==> config.mk <==
export PLATFORM = sky130hd
export DESIGN_NAME = tmc_channel
export DESIGN_NICKNAME = d
export VERILOG_FILES = /design/src/design/tmc_alarm.v /design/src/design/tmc_channel.v
export VERILOG_INCLUDE_DIRS = /design/src /design/src/design
export SDC_FILE = /design/constraint.sdc
export NUM_CORES = 1
export LEC_CHECK = 0
export BUFFER_PORTS_ARGS = -buffer_cell sky130_fd_sc_hd__buf_2
export CAP_MARGIN = 10
export CORE_MARGIN = 2
export CORE_UTILIZATION = 59
export CTS_CLUSTER_SIZE = 20
export DETAILED_ROUTE_END_ITERATION = 10
export PLACE_DENSITY = 0.82
export RECOVER_POWER = 100
export SYNTH_ARGS = -nofsm -noshare
export SYNTH_HDL_FRONTEND = slang
export SYNTH_SLANG_ARGS = --single-unit
==> constraint.sdc <==
create_clock -name clock_in -period 9.62 [get_ports clock_in]
set_clock_uncertainty 0.15 [all_clocks]
set_input_delay 1.443 -clock clock_in [delete_from_list [all_inputs] [get_ports clock_in]]
set_output_delay 1.443 -clock clock_in [all_outputs]
set_load 0.03 [all_outputs]
==> src/design/tmc_map.vh <==
`ifndef TMC_MAP_VH
`define TMC_MAP_VH
// Readout format: signed 11-bit, quarter degrees
`define TMC_TEMP_W 11
`define TMC_OFF_W 9
`define TMC_TH_W 9
`define TMC_HYST_W 7
`define TMC_FILT_W 4
// Threshold and hysteresis are whole degrees; shift by two to reach quarter degrees
`define TMC_DEG_SHIFT 2
// Diode fault readout codes
`define TMC_CODE_POS 11'h3ff
`define TMC_CODE_NEG 11'h401
// Averaging selector codes and shifts (coefficient 1, 8, 16)
`define TMC_AVE_1 2'h0
`define TMC_AVE_8 2'h1
`define TMC_AVE_16 2'h2
`define TMC_SHIFT_8 3
`define TMC_SHIFT_16 4
// Reset value and accumulator fraction bits
`define TMC_TEMP_RST 11'h000
`define TMC_ACC_FRAC 4
`endif

==> src/design/tmc_alarm.v <==
`timescale 1ns/100ps
`include "tmc_map.vh"
module tmc_alarm #(
  parameter TW = `TMC_TEMP_W + 2
) (
  input wire clock_in, // System clock
  input wire resetn_in, // Synchronous reset, active low
  input wire clear_in, // Channel reset from a configuration write
  input wire sample_in, // New corrected sample present
  input wire signed [TW-1:0] temp_in, // Offset-corrected temperature, quarter degrees
  input wire [`TMC_TH_W-1:0] threshold_in, // Threshold, whole degrees
  input wire [`TMC_HYST_W-1:0] hysteresis_in, // Hysteresis, whole degrees
  input wire [`TMC_FILT_W-1:0] depth_code_in, // Filter depth minus one
  output reg alarm_out // Alarm: temperature above threshold
);
  wire signed [TW-1:0] thr_q;
  wire signed [TW-1:0] hys_q;
  wire signed [TW-1:0] limit;
  wire above;
  reg [`TMC_FILT_W-1:0] run;
  reg [`TMC_FILT_W-1:0] next_run;
  reg next_alarm;

  assign thr_q = {{(TW-`TMC_TH_W-`TMC_DEG_SHIFT){threshold_in[`TMC_TH_W-1]}}, threshold_in,
                  {`TMC_DEG_SHIFT{1'b0}}};
  assign hys_q = {{(TW-`TMC_HYST_W-`TMC_DEG_SHIFT){hysteresis_in[`TMC_HYST_W-1]}}, hysteresis_in,
                  {`TMC_DEG_SHIFT{1'b0}}};
  // Once asserted, the release point moves by the hysteresis; negative values suit over-temperature use
  assign limit = alarm_out ? (thr_q + hys_q) : thr_q;
  assign above = (temp_in > limit);

  always @* begin
    next_run = run;
    next_alarm = alarm_out;
    if (sample_in) begin
      if (above == alarm_out) begin
        next_run = {`TMC_FILT_W{1'b0}};
      end else if (run == depth_code_in) begin
        next_alarm = above;
        next_run = {`TMC_FILT_W{1'b0}};
      end else begin
        next_run = run + 1'b1;
      end
    end
  end

  always @(posedge clock_in) begin
    if (!resetn_in || clear_in) begin
      run <= {`TMC_FILT_W{1'b0}};
      alarm_out <= 1'b0;
    end else begin
      run <= next_run;
      alarm_out <= next_alarm;
    end
  end
endmodule

==> src/design/tmc_channel.v <==
`timescale 1ns/100ps
`include "tmc_map.vh"
// Contract
// - Add 9-bit quarter-degree offset to measurement for readout and both alarms.
// - Offset is two's complement, 0x100 most negative, 0x0FF most positive.
// - Two independent comparators A and B with signed 9-bit whole-degree thresholds.
// - Diode fault detection only on remote channels, never the internal one.
// - Fault readout fixed: short 0x3FF, open 0x401; polarity bit swaps them.
// - Exponential averaging before readout, coefficient 1, 8 or 16; code 11 invalid.
// - Each comparator has a 4-bit filter, depth equals field plus one.
// - Each comparator has signed 7-bit whole-degree hysteresis.
// - Filtered corrected temperature of each channel is readable by the host.
// - Any configuration write resets that channel's monitoring circuit.
// - Channel settings span nine byte-wide configuration registers.
module tmc_channel #(
  parameter REMOTE = 1
) (
  input wire clock_in, // System clock, 50 MHz
  input wire resetn_in, // Synchronous reset, active low
  input wire config_write_in, // Pulse: any configuration byte of this channel written
  input wire sample_valid_in, // Pulse: new raw measurement
  input wire [`TMC_TEMP_W-1:0] sample_in, // Raw temperature, signed quarter degrees
  input wire diode_open_in, // Remote diode open detected
  input wire diode_short_in, // Remote diode short detected
  input wire [`TMC_OFF_W-1:0] offset_in, // Offset code
  input wire [`TMC_TH_W-1:0] threshold_a_in, // Threshold for comparator A
  input wire [`TMC_TH_W-1:0] threshold_b_in, // Threshold for comparator B
  input wire fault_read_polarity_in, // Swaps the fault readout codes
  input wire [1:0] average_coefficient_in, // Averaging selector
  input wire [`TMC_FILT_W-1:0] alarm_filter_a_in, // Filter depth code A
  input wire [`TMC_FILT_W-1:0] alarm_filter_b_in, // Filter depth code B
  input wire [`TMC_HYST_W-1:0] hysteresis_a_in, // Hysteresis for A
  input wire [`TMC_HYST_W-1:0] hysteresis_b_in, // Hysteresis for B
  output reg [`TMC_TEMP_W-1:0] temperature_out, // Readout value for I2C
  output reg readout_valid_out, // Pulse: readout updated
  output reg fault_out, // Readout is a fault code
  output reg alarm_comparator_a_out, // Comparator A alarm
  output reg alarm_comparator_b_out // Comparator B alarm
);
  localparam TW = `TMC_TEMP_W + 2;
  localparam AW = TW + `TMC_ACC_FRAC;
  // Clamp limits sit one step inside the fault codes, kept at the working width
  localparam signed [TW-1:0] SAT_HI = {{(TW-`TMC_TEMP_W){1'b0}}, `TMC_CODE_POS - 11'h001};
  localparam signed [TW-1:0] SAT_LO = {{(TW-`TMC_TEMP_W){1'b1}}, `TMC_CODE_NEG + 11'h001};
  wire signed [TW-1:0] raw_x;
  wire signed [TW-1:0] off_x;
  wire signed [TW-1:0] corrected;
  wire signed [TW-1:0] sat;
  wire fault_now;
  wire alarm_a;
  wire alarm_b;
  reg signed [AW-1:0] acc;
  reg signed [AW-1:0] next_acc;
  reg signed [AW-1:0] delta;
  reg primed;
  reg cmp_sample;
  reg signed [TW-1:0] cmp_temp;

  // Raw and offset widened so the sum cannot wrap
  assign raw_x = {{(TW-`TMC_TEMP_W){sample_in[`TMC_TEMP_W-1]}}, sample_in};
  assign off_x = {{(TW-`TMC_OFF_W){offset_in[`TMC_OFF_W-1]}}, offset_in};
  assign corrected = raw_x + off_x;
  // Clamp one step inside the fault codes so a real reading never mimics a fault
  assign sat = (corrected > SAT_HI) ? SAT_HI : (corrected < SAT_LO) ? SAT_LO : corrected;
  assign fault_now = (REMOTE != 0) && (diode_open_in || diode_short_in);

  // Exponential average: acc += (x - acc) >> k; primed loads the first sample so it starts at the reading
  always @* begin
    delta = {sat, {`TMC_ACC_FRAC{1'b0}}} - acc;
    case (average_coefficient_in)
      `TMC_AVE_8: next_acc = acc + (delta >>> `TMC_SHIFT_8);
      `TMC_AVE_16: next_acc = acc + (delta >>> `TMC_SHIFT_16);
      default: next_acc = {sat, {`TMC_ACC_FRAC{1'b0}}}; // Code 11 falls back to no averaging
    endcase
    if (!primed) begin
      next_acc = {sat, {`TMC_ACC_FRAC{1'b0}}};
    end
  end

  always @(posedge clock_in) begin
    if (!resetn_in || config_write_in) begin
      acc <= {AW{1'b0}};
      primed <= 1'b0;
      cmp_sample <= 1'b0;
      cmp_temp <= {TW{1'b0}};
      temperature_out <= `TMC_TEMP_RST;
      readout_valid_out <= 1'b0;
      fault_out <= 1'b0;
      alarm_comparator_a_out <= 1'b0;
      alarm_comparator_b_out <= 1'b0;
    end else begin
      cmp_sample <= sample_valid_in && !fault_now;
      cmp_temp <= corrected;
      readout_valid_out <= sample_valid_in;
      alarm_comparator_a_out <= alarm_a;
      alarm_comparator_b_out <= alarm_b;
      if (sample_valid_in) begin
        if (fault_now) begin
          fault_out <= 1'b1;
          // Short reads the positive code unless polarity is set
          if (diode_short_in ^ fault_read_polarity_in) begin
            temperature_out <= `TMC_CODE_POS;
          end else begin
            temperature_out <= `TMC_CODE_NEG;
          end
        end else begin
          fault_out <= 1'b0;
          acc <= next_acc;
          primed <= 1'b1;
          temperature_out <= next_acc[AW-3:`TMC_ACC_FRAC];
        end
      end
    end
  end

  // Comparators see the unaveraged corrected value; averaging applies to readout only
  tmc_alarm #(.TW(TW)) u_alarm_a (
    .clock_in(clock_in),
    .resetn_in(resetn_in),
    .clear_in(config_write_in),
    .sample_in(cmp_sample),
    .temp_in(cmp_temp),
    .threshold_in(threshold_a_in),
    .hysteresis_in(hysteresis_a_in),
    .depth_code_in(alarm_filter_a_in),
    .alarm_out(alarm_a)
  );

  tmc_alarm #(.TW(TW)) u_alarm_b (
    .clock_in(clock_in),
    .resetn_in(resetn_in),
    .clear_in(config_write_in),
    .sample_in(cmp_sample),
    .temp_in(cmp_temp),
    .threshold_in(threshold_b_in),
    .hysteresis_in(hysteresis_b_in),
    .depth_code_in(alarm_filter_b_in),
    .alarm_out(alarm_b)
  );
endmodule

After elaboration in Yosys (flattened, before gate mapping)
Index checks and enable logic that the tools add are counted.
Widths: inputs -> output; s select.
Storage, ports and cells
  register bits after elaboration: 56
  bits of input ports: 69
  output and inout port bits: 15
Cells by class
  $add $sub $neg: 8
  $lt $le $gt $ge: 4
  equal/unequal tests: 6
  mux-type cells: 13
  bitwise logic cells: 4
  reductions and logical operators: 8
Operators with widths (count)
  $mux 13: 4
  $add 11x9->12: 3
  $pmux 17 s2: 1
  $gt 12x13->1: 2
  $mux 11: 2
  $add 17x13->17: 1
  $add 17x14->17: 1
  $mux 17: 1
  $sub 17x17->17: 1
  $mux 4: 4
  $gt 12x11->1 const B: 1
  $lt 12x11->1 const B: 1
  $add 4x1->4 const B: 2
  $eq 4x4->1: 2
  $reduce_and 3->1: 2
  $not 1->1: 3
  $eq 1x1->1: 2
  $eq 2x1->1 const B: 1
  $eq 2x2->1 const B: 1
  $logic_not 1->1: 2
  $logic_or 1x1->1: 2
  $reduce_and 2->1: 1
  $logic_and 1x1->1: 1
  $mux 1: 1
  $xor 1x1->1: 1

Logic depth before layout (Yosys ltp)
Gate-level depths: netlist of the first run.
  word-level depth: 9
  gate-level depth with buffers: 30

By module
A second synthesis of the first run with hierarchy kept.
Second synthesis, totals
  cell total of the unflattened synthesis: 751
  area total of the unflattened synthesis: 5929.4 µm²
Modules (own cells, without submodules)
  tmc_channel: times used 1, cells each 487, area each 3834.9 µm²
  tmc_alarm (u_alarm_b): times used 1, cells each 131, area each 1048.5 µm²
  tmc_alarm (u_alarm_a): times used 1, cells each 133, area each 1046.0 µm²

Worst setup path after synthesis of the first run
Ideal clock, no wire load.
  path type: in2reg
  start point: in sample_in[0]
  end point: reg acc[16]
  library setup time: 132 ps
  arrival time: 6961 ps
  slack: 2377 ps
  stages on the path: 28
  cells stage by stage: ha_1 > inv_1 > fa_1 > xor2_1 > or4b_1 > nor3_1 > nand2_1 > o41ai_2 > a211oi_2 > and2_2 > ha_1 > and2_1 > o31a_1 > o41ai_2 > o21ai_0 > a2111oi_0 > o21bai_1 > xnor2_1 > o21ai_0 > ha_1 > and2_1 > o21ai_0 > o31ai_1 > o41ai_1 > xnor2_1 > nor2_1 > xnor2_1 > a21oi_1
Between the ends
  cells in the longest elaborated chain, start to end: 8
  elaborated cells between the ends (all ways): 10
Ends and longest elaborated chain
  start, declared: line tmc_channel.v:22  | input wire [`TMC_TEMP_W-1:0] sample_in,
  $add 11x9->12 *: line tmc_channel.v:62  | assign corrected = raw_x + off_x;
  $lt 12x11->1: line tmc_channel.v:64  | assign sat = (corrected > SAT_HI) ? SAT_HI : (corrected < SAT_LO) ? SAT_LO : corrected;
  $mux 13: line tmc_channel.v:64
  $mux 13 *: line tmc_channel.v:64
  $sub 17x17->17: line tmc_channel.v:69  | delta = {sat, {`TMC_ACC_FRAC{1'b0}}} - acc;
  $add 17x13->17 / $add 17x14->17 (equally long branches): line tmc_channel.v:72, tmc_channel.v:71
  $pmux 17 s2: line tmc_channel.v:70  | case (average_coefficient_in)
  $mux 17 *: line tmc_channel.v:75  | if (!primed) begin
  end signal, assigned: line tmc_channel.v:82  | acc <= {AW{1'b0}};
  end signal, assigned: line tmc_channel.v:108  | acc <= next_acc;
  end, declared: line tmc_channel.v:52  | reg signed [AW-1:0] acc;
Mark *: on every way between the ends. The rest lies on a longest branch, timed or not.
A chain may end at the register's enable or synchronous reset.

Final worst setup path of the first run
Same ends and word-level chain as after synthesis.

==> impl_metrics.json, run 1 <==
{
  "cts_tree": "built",
  "num_rows": 35,
  "power_frac_clock_pct": 15.7,
  "die_area_mm2": 0.0105,
  "synth_top_area_share_pct": 19.6,
  "post-synth-top-count-cell": "ha_1",
  "p_per_area_mw_per_mm2": 141,
  "power.leakage_nw": 2.67,
  "cts_setup_buffers": 0,
  "wl_per_cell_um": 15.9,
  "cp_max_fo": 5,
  "htree_levels": 2,
  "track_usage_pct": 28.2,
  "syn_area_mm2": 0.00572,
  "slew_viol_final": 41,
  "cts_sinks": 56,
  "power_switching_mw": 0.380,
  "p_sw_share_pct": 43.3,
  "yosysWarnings": 0,
  "ys_ff_latch": 56,
  "drc": 0,
  "cp.required_ns": 9.67,
  "min_path_cells": 1,
  "fin_util_pct": 66.9,
  "drt_iter0_markers": 282,
  "syn-num-nets": 872,
  "fp.dieH_um": 102,
  "fillers": 853,
  "setup_viol": 0,
  "p_comb_share_pct": 56.3,
  "fin_crit_sh_pct": 86.8,
  "ys_seq_area_share_pct": 19.6,
  "r2r_slack_ns": 4.79,
  "max_freq_mhz": 120,
  "intPower_mw": 0.497,
  "r2r_end": "acc[16]",
  "status": "finished with violations",
  "dp_slack_ns": 1.48,
  "synth_common_cells": "ha_1, nor2_1, a21oi_1",
  "dp.cells": 912,
  "crit_arrival_ns": 8.41,
  "placed_area_mm2": 0.00623,
  "gr-total-overflow": 0,
  "slew_headroom_pct": -22.0,
  "gp_congestion": 0.908,
  "seq_area_mm2": 0.00112,
  "start_util_pct": 61.3,
  "clk_pin_slew_ns": 0.11,
  "clkLatencyLatePin_ns": 0.32,
  "reg2reg_depth": 19,
  "ys_types": 70,
  "grt_antenna_before_repair": 0,
  "critPathKind": "primary input to register",
  "sequentialPowerShare_pct": 28.0,
  "fin_setup_tns_ns": 0,
  "ctsResizeCount": 0,
  "drive_above_1_share_pct": 12.3,
  "dp_hpwl_mm": 12.0,
  "slowest_delay_ns": 0.62,
  "min-delay-start": "fault_out",
  "n_antenna_cell": 0,
  "hp-class": "register to register",
  "worst_pin_slew_ns": 1.83,
  "antenna_left": 0,
  "setup_ws_ns": 1.27,
  "violations": "capacitance limit, slew limit",
  "timing.final.hold_violations": 0,
  "finalCriticalPeriod_ns": 8.35,
  "r2r-start": "acc[4]",
  "root_buffer": "clkbuf_8",
  "areaGrowthSynthToFinish_pct": 9.14,
  "async_flop_share_pct": 0,
  "grt_first_pass_wirelength_mm": 24.0,
  "cp-start-kind": "primary input",
  "core_mm2": 0.00933,
  "cts_inserted_buffers": 5,
  "multiInputGateArea_mm2": 0.00430,
  "worstSetupEndpointType": "register",
  "drt-pass1-iter-count": 6,
  "synth_cells": 718,
  "portBuffers": 83,
  "syn_area_per_cell_um2": 7.97,
  "peakVddDrop_v": 0.0000979,
  "grt_pass1_vias": 5447,
  "via_count": 5605,
  "synthTopCellsByArea": "dfxtp_1, ha_1, a21oi_1, nor2_1, xnor2_1",
  "synth_edf_count": 0,
  "drt_wl_total_mm": 14.7,
  "drv_cap": 1,
  "hold_end": "fault_out",
  "grt_max_degree": 41,
  "slowest_stage": "o32ai_1",
  "nNetsFinal": 944,
  "cts_max_path_buffers": 2,
  "die_w_um": 102,
  "critPathLaunch": "sample_in[0]",
  "viasPerCell": 6.09,
  "final_cell_area_mm2": 0.00624,
  "finalNonFillerCells": 920,
  "synth-main-ff-cell": "dfxtp_1",
  "postCtsHoldBufs": 0,
  "synth.largest_area_cell": "dfxtp_1",
  "boundaryPins": 84,
  "rsz0062_at_grt": "false"
}
through the flow:
step	power, mW	hold WS (ns)
final	0.878	0.320
after global placement	0.728	0.283
after CTS	0.879	0.316
after global routing	0.944	0.333
after detailed placement	0.742	0.290
after floorplan	0.632	0.285
metal layers:
| layer | global-route usage [%] | vias to the layer above | wire [µm] |
|---|---|---|---|
| li1 | - | 2771 | - |
| met4 | 10.5 | 0 | 345 |
| met3 | 3.76 | 29 | 717 |
| met2 | 51.0 | 185 | 7300 |
| met5 | 0 | - | 0 |
| met1 | 33.9 | 2620 | 6310 |
cell families after synthesis:
group / share of synthesized area, %
DFF: 19.6
AOI/OAI and AO/OA: 26.7
adders and majority gates: 19.6
and+or+nand+nor: 18.4
muxes: 3.61
buffers and inverters: 4.35
xor gates and xnor gates: 7.66
power groups by stage:
stage	registers [mW]	logic (mW)	clock network [mW]
after detailed placement	0.251	0.491	0
after global routing	0.247	0.550	0.147
final	0.246	0.494	0.138
after CTS	0.246	0.495	0.139
after floorplan	0.254	0.378	0
after global placement	0.250	0.478	0
sequential cells by signal (all words and copies together), names as in the netlist:
register / flops
alarm_comparator_a_out: 1
u_alarm_b.alarm_out: 1
u_alarm_b.run: 4
temperature_out: 11
cmp_sample: 1
alarm_comparator_b_out: 1
primed: 1
cmp_temp: 12
acc: 17
readout_valid_out: 1
u_alarm_a.run: 4
fault_out: 1
u_alarm_a.alarm_out: 1
how the worst max path moves through the flow:
stage               cells past startpoint  slack [ns]       to
floorplan                              28        2.38  acc[16]
global placement                       30        1.69  acc[16]
detailed placement                     30        1.48  acc[16]
CTS                                    30        1.79  acc[16]
global route                           30        0.59  acc[16]
finish                                 30        1.27  acc[16]
worst max-delay path, delay by kind of cell:
family | cells | cell delay, ns
AND/OR/NAND/NOR | 7 | 1.33
AO/OA/AOI/OAI | 14 | 3.73
adder cells (fa/ha/maj) | 4 | 1.17
XOR/XNOR | 3 | 0.56
buffers and inverters | 2 | 0.17
layout make-up:
class	count	share of cell area, %
multi-input cells	599	68.9
inverters	41	2.47
clock inverters	3	0.401
well taps	129	2.59
clock buffers	5	1.10
repair buffers	87	6.63
flip-flops and latches	56	18.0
cells in the final DEF, fill, tap and decap left out, drive strengths merged, types with 6 or more instances in the layout:
cell type / instances
o31ai: 10
mux2i: 15
a21o: 16
xor2: 18
a211oi: 9
inv: 43
o22ai: 9
clkbuf: 24
o21ai: 48
and2: 8
nor3: 20
nand2b: 6
o21a: 19
nor2b: 9
o21bai: 12
a21oi: 76
ha: 81
buf: 68
nor2: 79
nand3: 15
or2: 6
xnor2: 32
nor4: 7
or3: 6
dfxtp: 56
nand2: 31
No activity file was read; power rests on OpenSTA's default activity.
==> run 2, diff against run 1 <==
Settings changed: CELL_PAD_IN_SITES_DETAIL_PLACEMENT set to 1, CELL_PAD_IN_SITES_GLOBAL_PLACEMENT set to 1, CORE_UTILIZATION 59 to 44, PLACE_DENSITY 0.82 to not set, PLACE_DENSITY_LB_ADDON set to 0.1.
==> run 2 against run 1 <==
The flow still finishes with violations (capacitance limit, slew limit); design area grew 1.9%; sequential cell count is the same; non-clock buffer count is the same; critical path type unchanged; critical endpoint unchanged; global-route usage shrank 4.1 points; largest power group unchanged; first-iteration DRC count shrank 31%; critical path depth is the same; core utilization shrank 17 points; register-to-register slack lost 0.05 ns.
==> impl_metrics.json, run 2 (synthesis results as in run 1) <==
{
  "grt_first_pass_wirelength_mm": 27.7,
  "die_area_mm2": 0.0139,
  "drt-pass1-iter-count": 5,
  "htree_levels": 2,
  "num_rows": 41,
  "final_cell_mix": "ha_1, nor2_1, a21oi_1",
  "drv_cap": 1,
  "status": "finished with violations",
  "cp-start-kind": "primary input",
  "critPathLaunch": "sample_in[0]",
  "nNetsFinal": 944,
  "drc": 0,
  "gp_congestion": 0.874,
  "slew_viol_final": 41,
  "portBuffers": 83,
  "hp-class": "register to register",
  "setup_viol": 0,
  "track_usage_pct": 24.1,
  "drt_iter0_markers": 194,
  "via_count": 5537,
  "r2r_end": "acc[16]",
  "dp.cells": 955,
  "die_w_um": 118,
  "worst_pin_slew_ns": 1.93,
  "crit_end": "acc[16]",
  "fin_setup_tns_ns": 0,
  "grt_pass1_vias": 5718,
  "largest_reg_flops": 17,
  "drt_wl_total_mm": 16.9,
  "p_per_area_mw_per_mm2": 149,
  "cp_max_fo": 5,
  "slowest_delay_ns": 0.66,
  "slowest_stage": "o32ai_1",
  "worstSetupEndpointType": "register",
  "core_mm2": 0.0127,
  "fp.dieH_um": 118,
  "clk_pin_slew_ns": 0.08,
  "grt_max_degree": 41,
  "critPathKind": "primary input to register",
  "timing.final.hold_violations": 0,
  "min_path_cells": 1,
  "cts_max_path_buffers": 2,
  "top_regs": "acc x17, cmp_temp x12, temperature_out x11",
  "cts_tree": "built",
  "reg2reg_depth": 19,
  "top_register": "acc",
  "ctsResizeCount": 0,
  "postCtsHoldBufs": 0,
  "viasPerCell": 5.75,
  "placed_area_mm2": 0.00628,
  "fin_crit_sh_pct": 87.8,
  "start_util_pct": 45.1,
  "crit_arrival_ns": 8.45,
  "peakVddDrop_v": 0.0000765,
  "cts_inserted_buffers": 5,
  "antenna_left": 0,
  "boundaryPins": 84,
  "max_freq_mhz": 118,
  "areaGrowthSynthToFinish_pct": 11.3,
  "r2r-start": "acc[4]",
  "finalNonFillerCells": 963,
  "wl_per_cell_um": 17.5,
  "grt_antenna_before_repair": 0,
  "cts_sinks": 56,
  "power.leakage_nw": 2.70,
  "cts_setup_buffers": 0,
  "r2r_slack_ns": 4.74,
  "clkLatencyLatePin_ns": 0.31,
  "n_antenna_cell": 0,
  "final_cell_area_mm2": 0.00636,
  "final_common_cell": "ha_1",
  "drive_above_1_share_pct": 12.4,
  "root_buffer": "clkbuf_16",
  "violations": "capacitance limit, slew limit",
  "whs_ns": 0.312,
  "slew_headroom_pct": -28.5,
  "rsz0062_at_grt": "false",
  "dp_hpwl_mm": 13.8,
  "finalCriticalPeriod_ns": 8.45,
  "gr-total-overflow": 0,
  "cp.required_ns": 9.62
}
-- run 2: cell types whose count changed in the layout (fill, tap and decap cells not counted) --
cell	delta
o41ai_2	+2
buf_2	+1
o21ai_1	-1
clkbuf_16	+5
clkbuf_8	-5
inv_6	-2
o21ai_0	+2
clkinv_4	+1
buf_4	-1
o41ai_1	-2
inv_8	+1
o21ai_2	-1
-- run 2: through the flow --
stage                     util, %  total power, mW  setup WS, ns
final                        50.2            0.945          1.17
after global routing         50.2             1.02         0.644
after CTS                    50.8            0.954          1.65
after detailed placement     49.6            0.757          1.42
after global placement       49.6            0.740          1.71
after floorplan                 -            0.632          2.38
-- run 2: worst min path at each step --
stage	slack, ns	to	start
after floorplan	0.29	acc[13]	acc[13]
after global placement	0.29	fault_out	fault_out
after detailed placement	0.29	fault_out	fault_out
after CTS	0.31	fault_out	fault_out
after global routing	0.34	fault_out	fault_out
final	0.31	fault_out	fault_out
-- run 2: power breakdown --
part	internal, mW	leakage, nW	switching, mW	total, mW
registers	0.240	0.455	0.00631	0.246
clock network	0.0992	0.0719	0.0935	0.193
logic	0.206	2.17	0.301	0.506
-- run 2: worst max-delay path, delay by kind of cell --
family,cells,cell delay [ns]
AOI/OAI and AO/OA,14,3.78
xor gates and xnor gates,3,0.55
buffers and inverters,2,0.18
adders and majority gates,4,1.18
and+or+nand+nor,7,1.35
-- run 2: layer usage --
layer	share of wire [%]	wire, µm	track usage, %
met2	53	8870	46.9
met3	3.0	498	2.18
met1	43	7230	28.1
met5	0	0	0
met4	1.7	281	6.02
-- run 2: area by class of cell --
| class | count | area [µm²] |
|---|---|---|
| multi-input cells | 599 | 4310 |
| repair buffers | 87 | 412 |
| inverters | 41 | 154 |
| flip-flops and latches | 56 | 1120 |
| fillers | 1632 | 6310 |
| clock buffers | 5 | 125 |
| well taps | 172 | 215 |
| clock inverters | 3 | 27.5 |
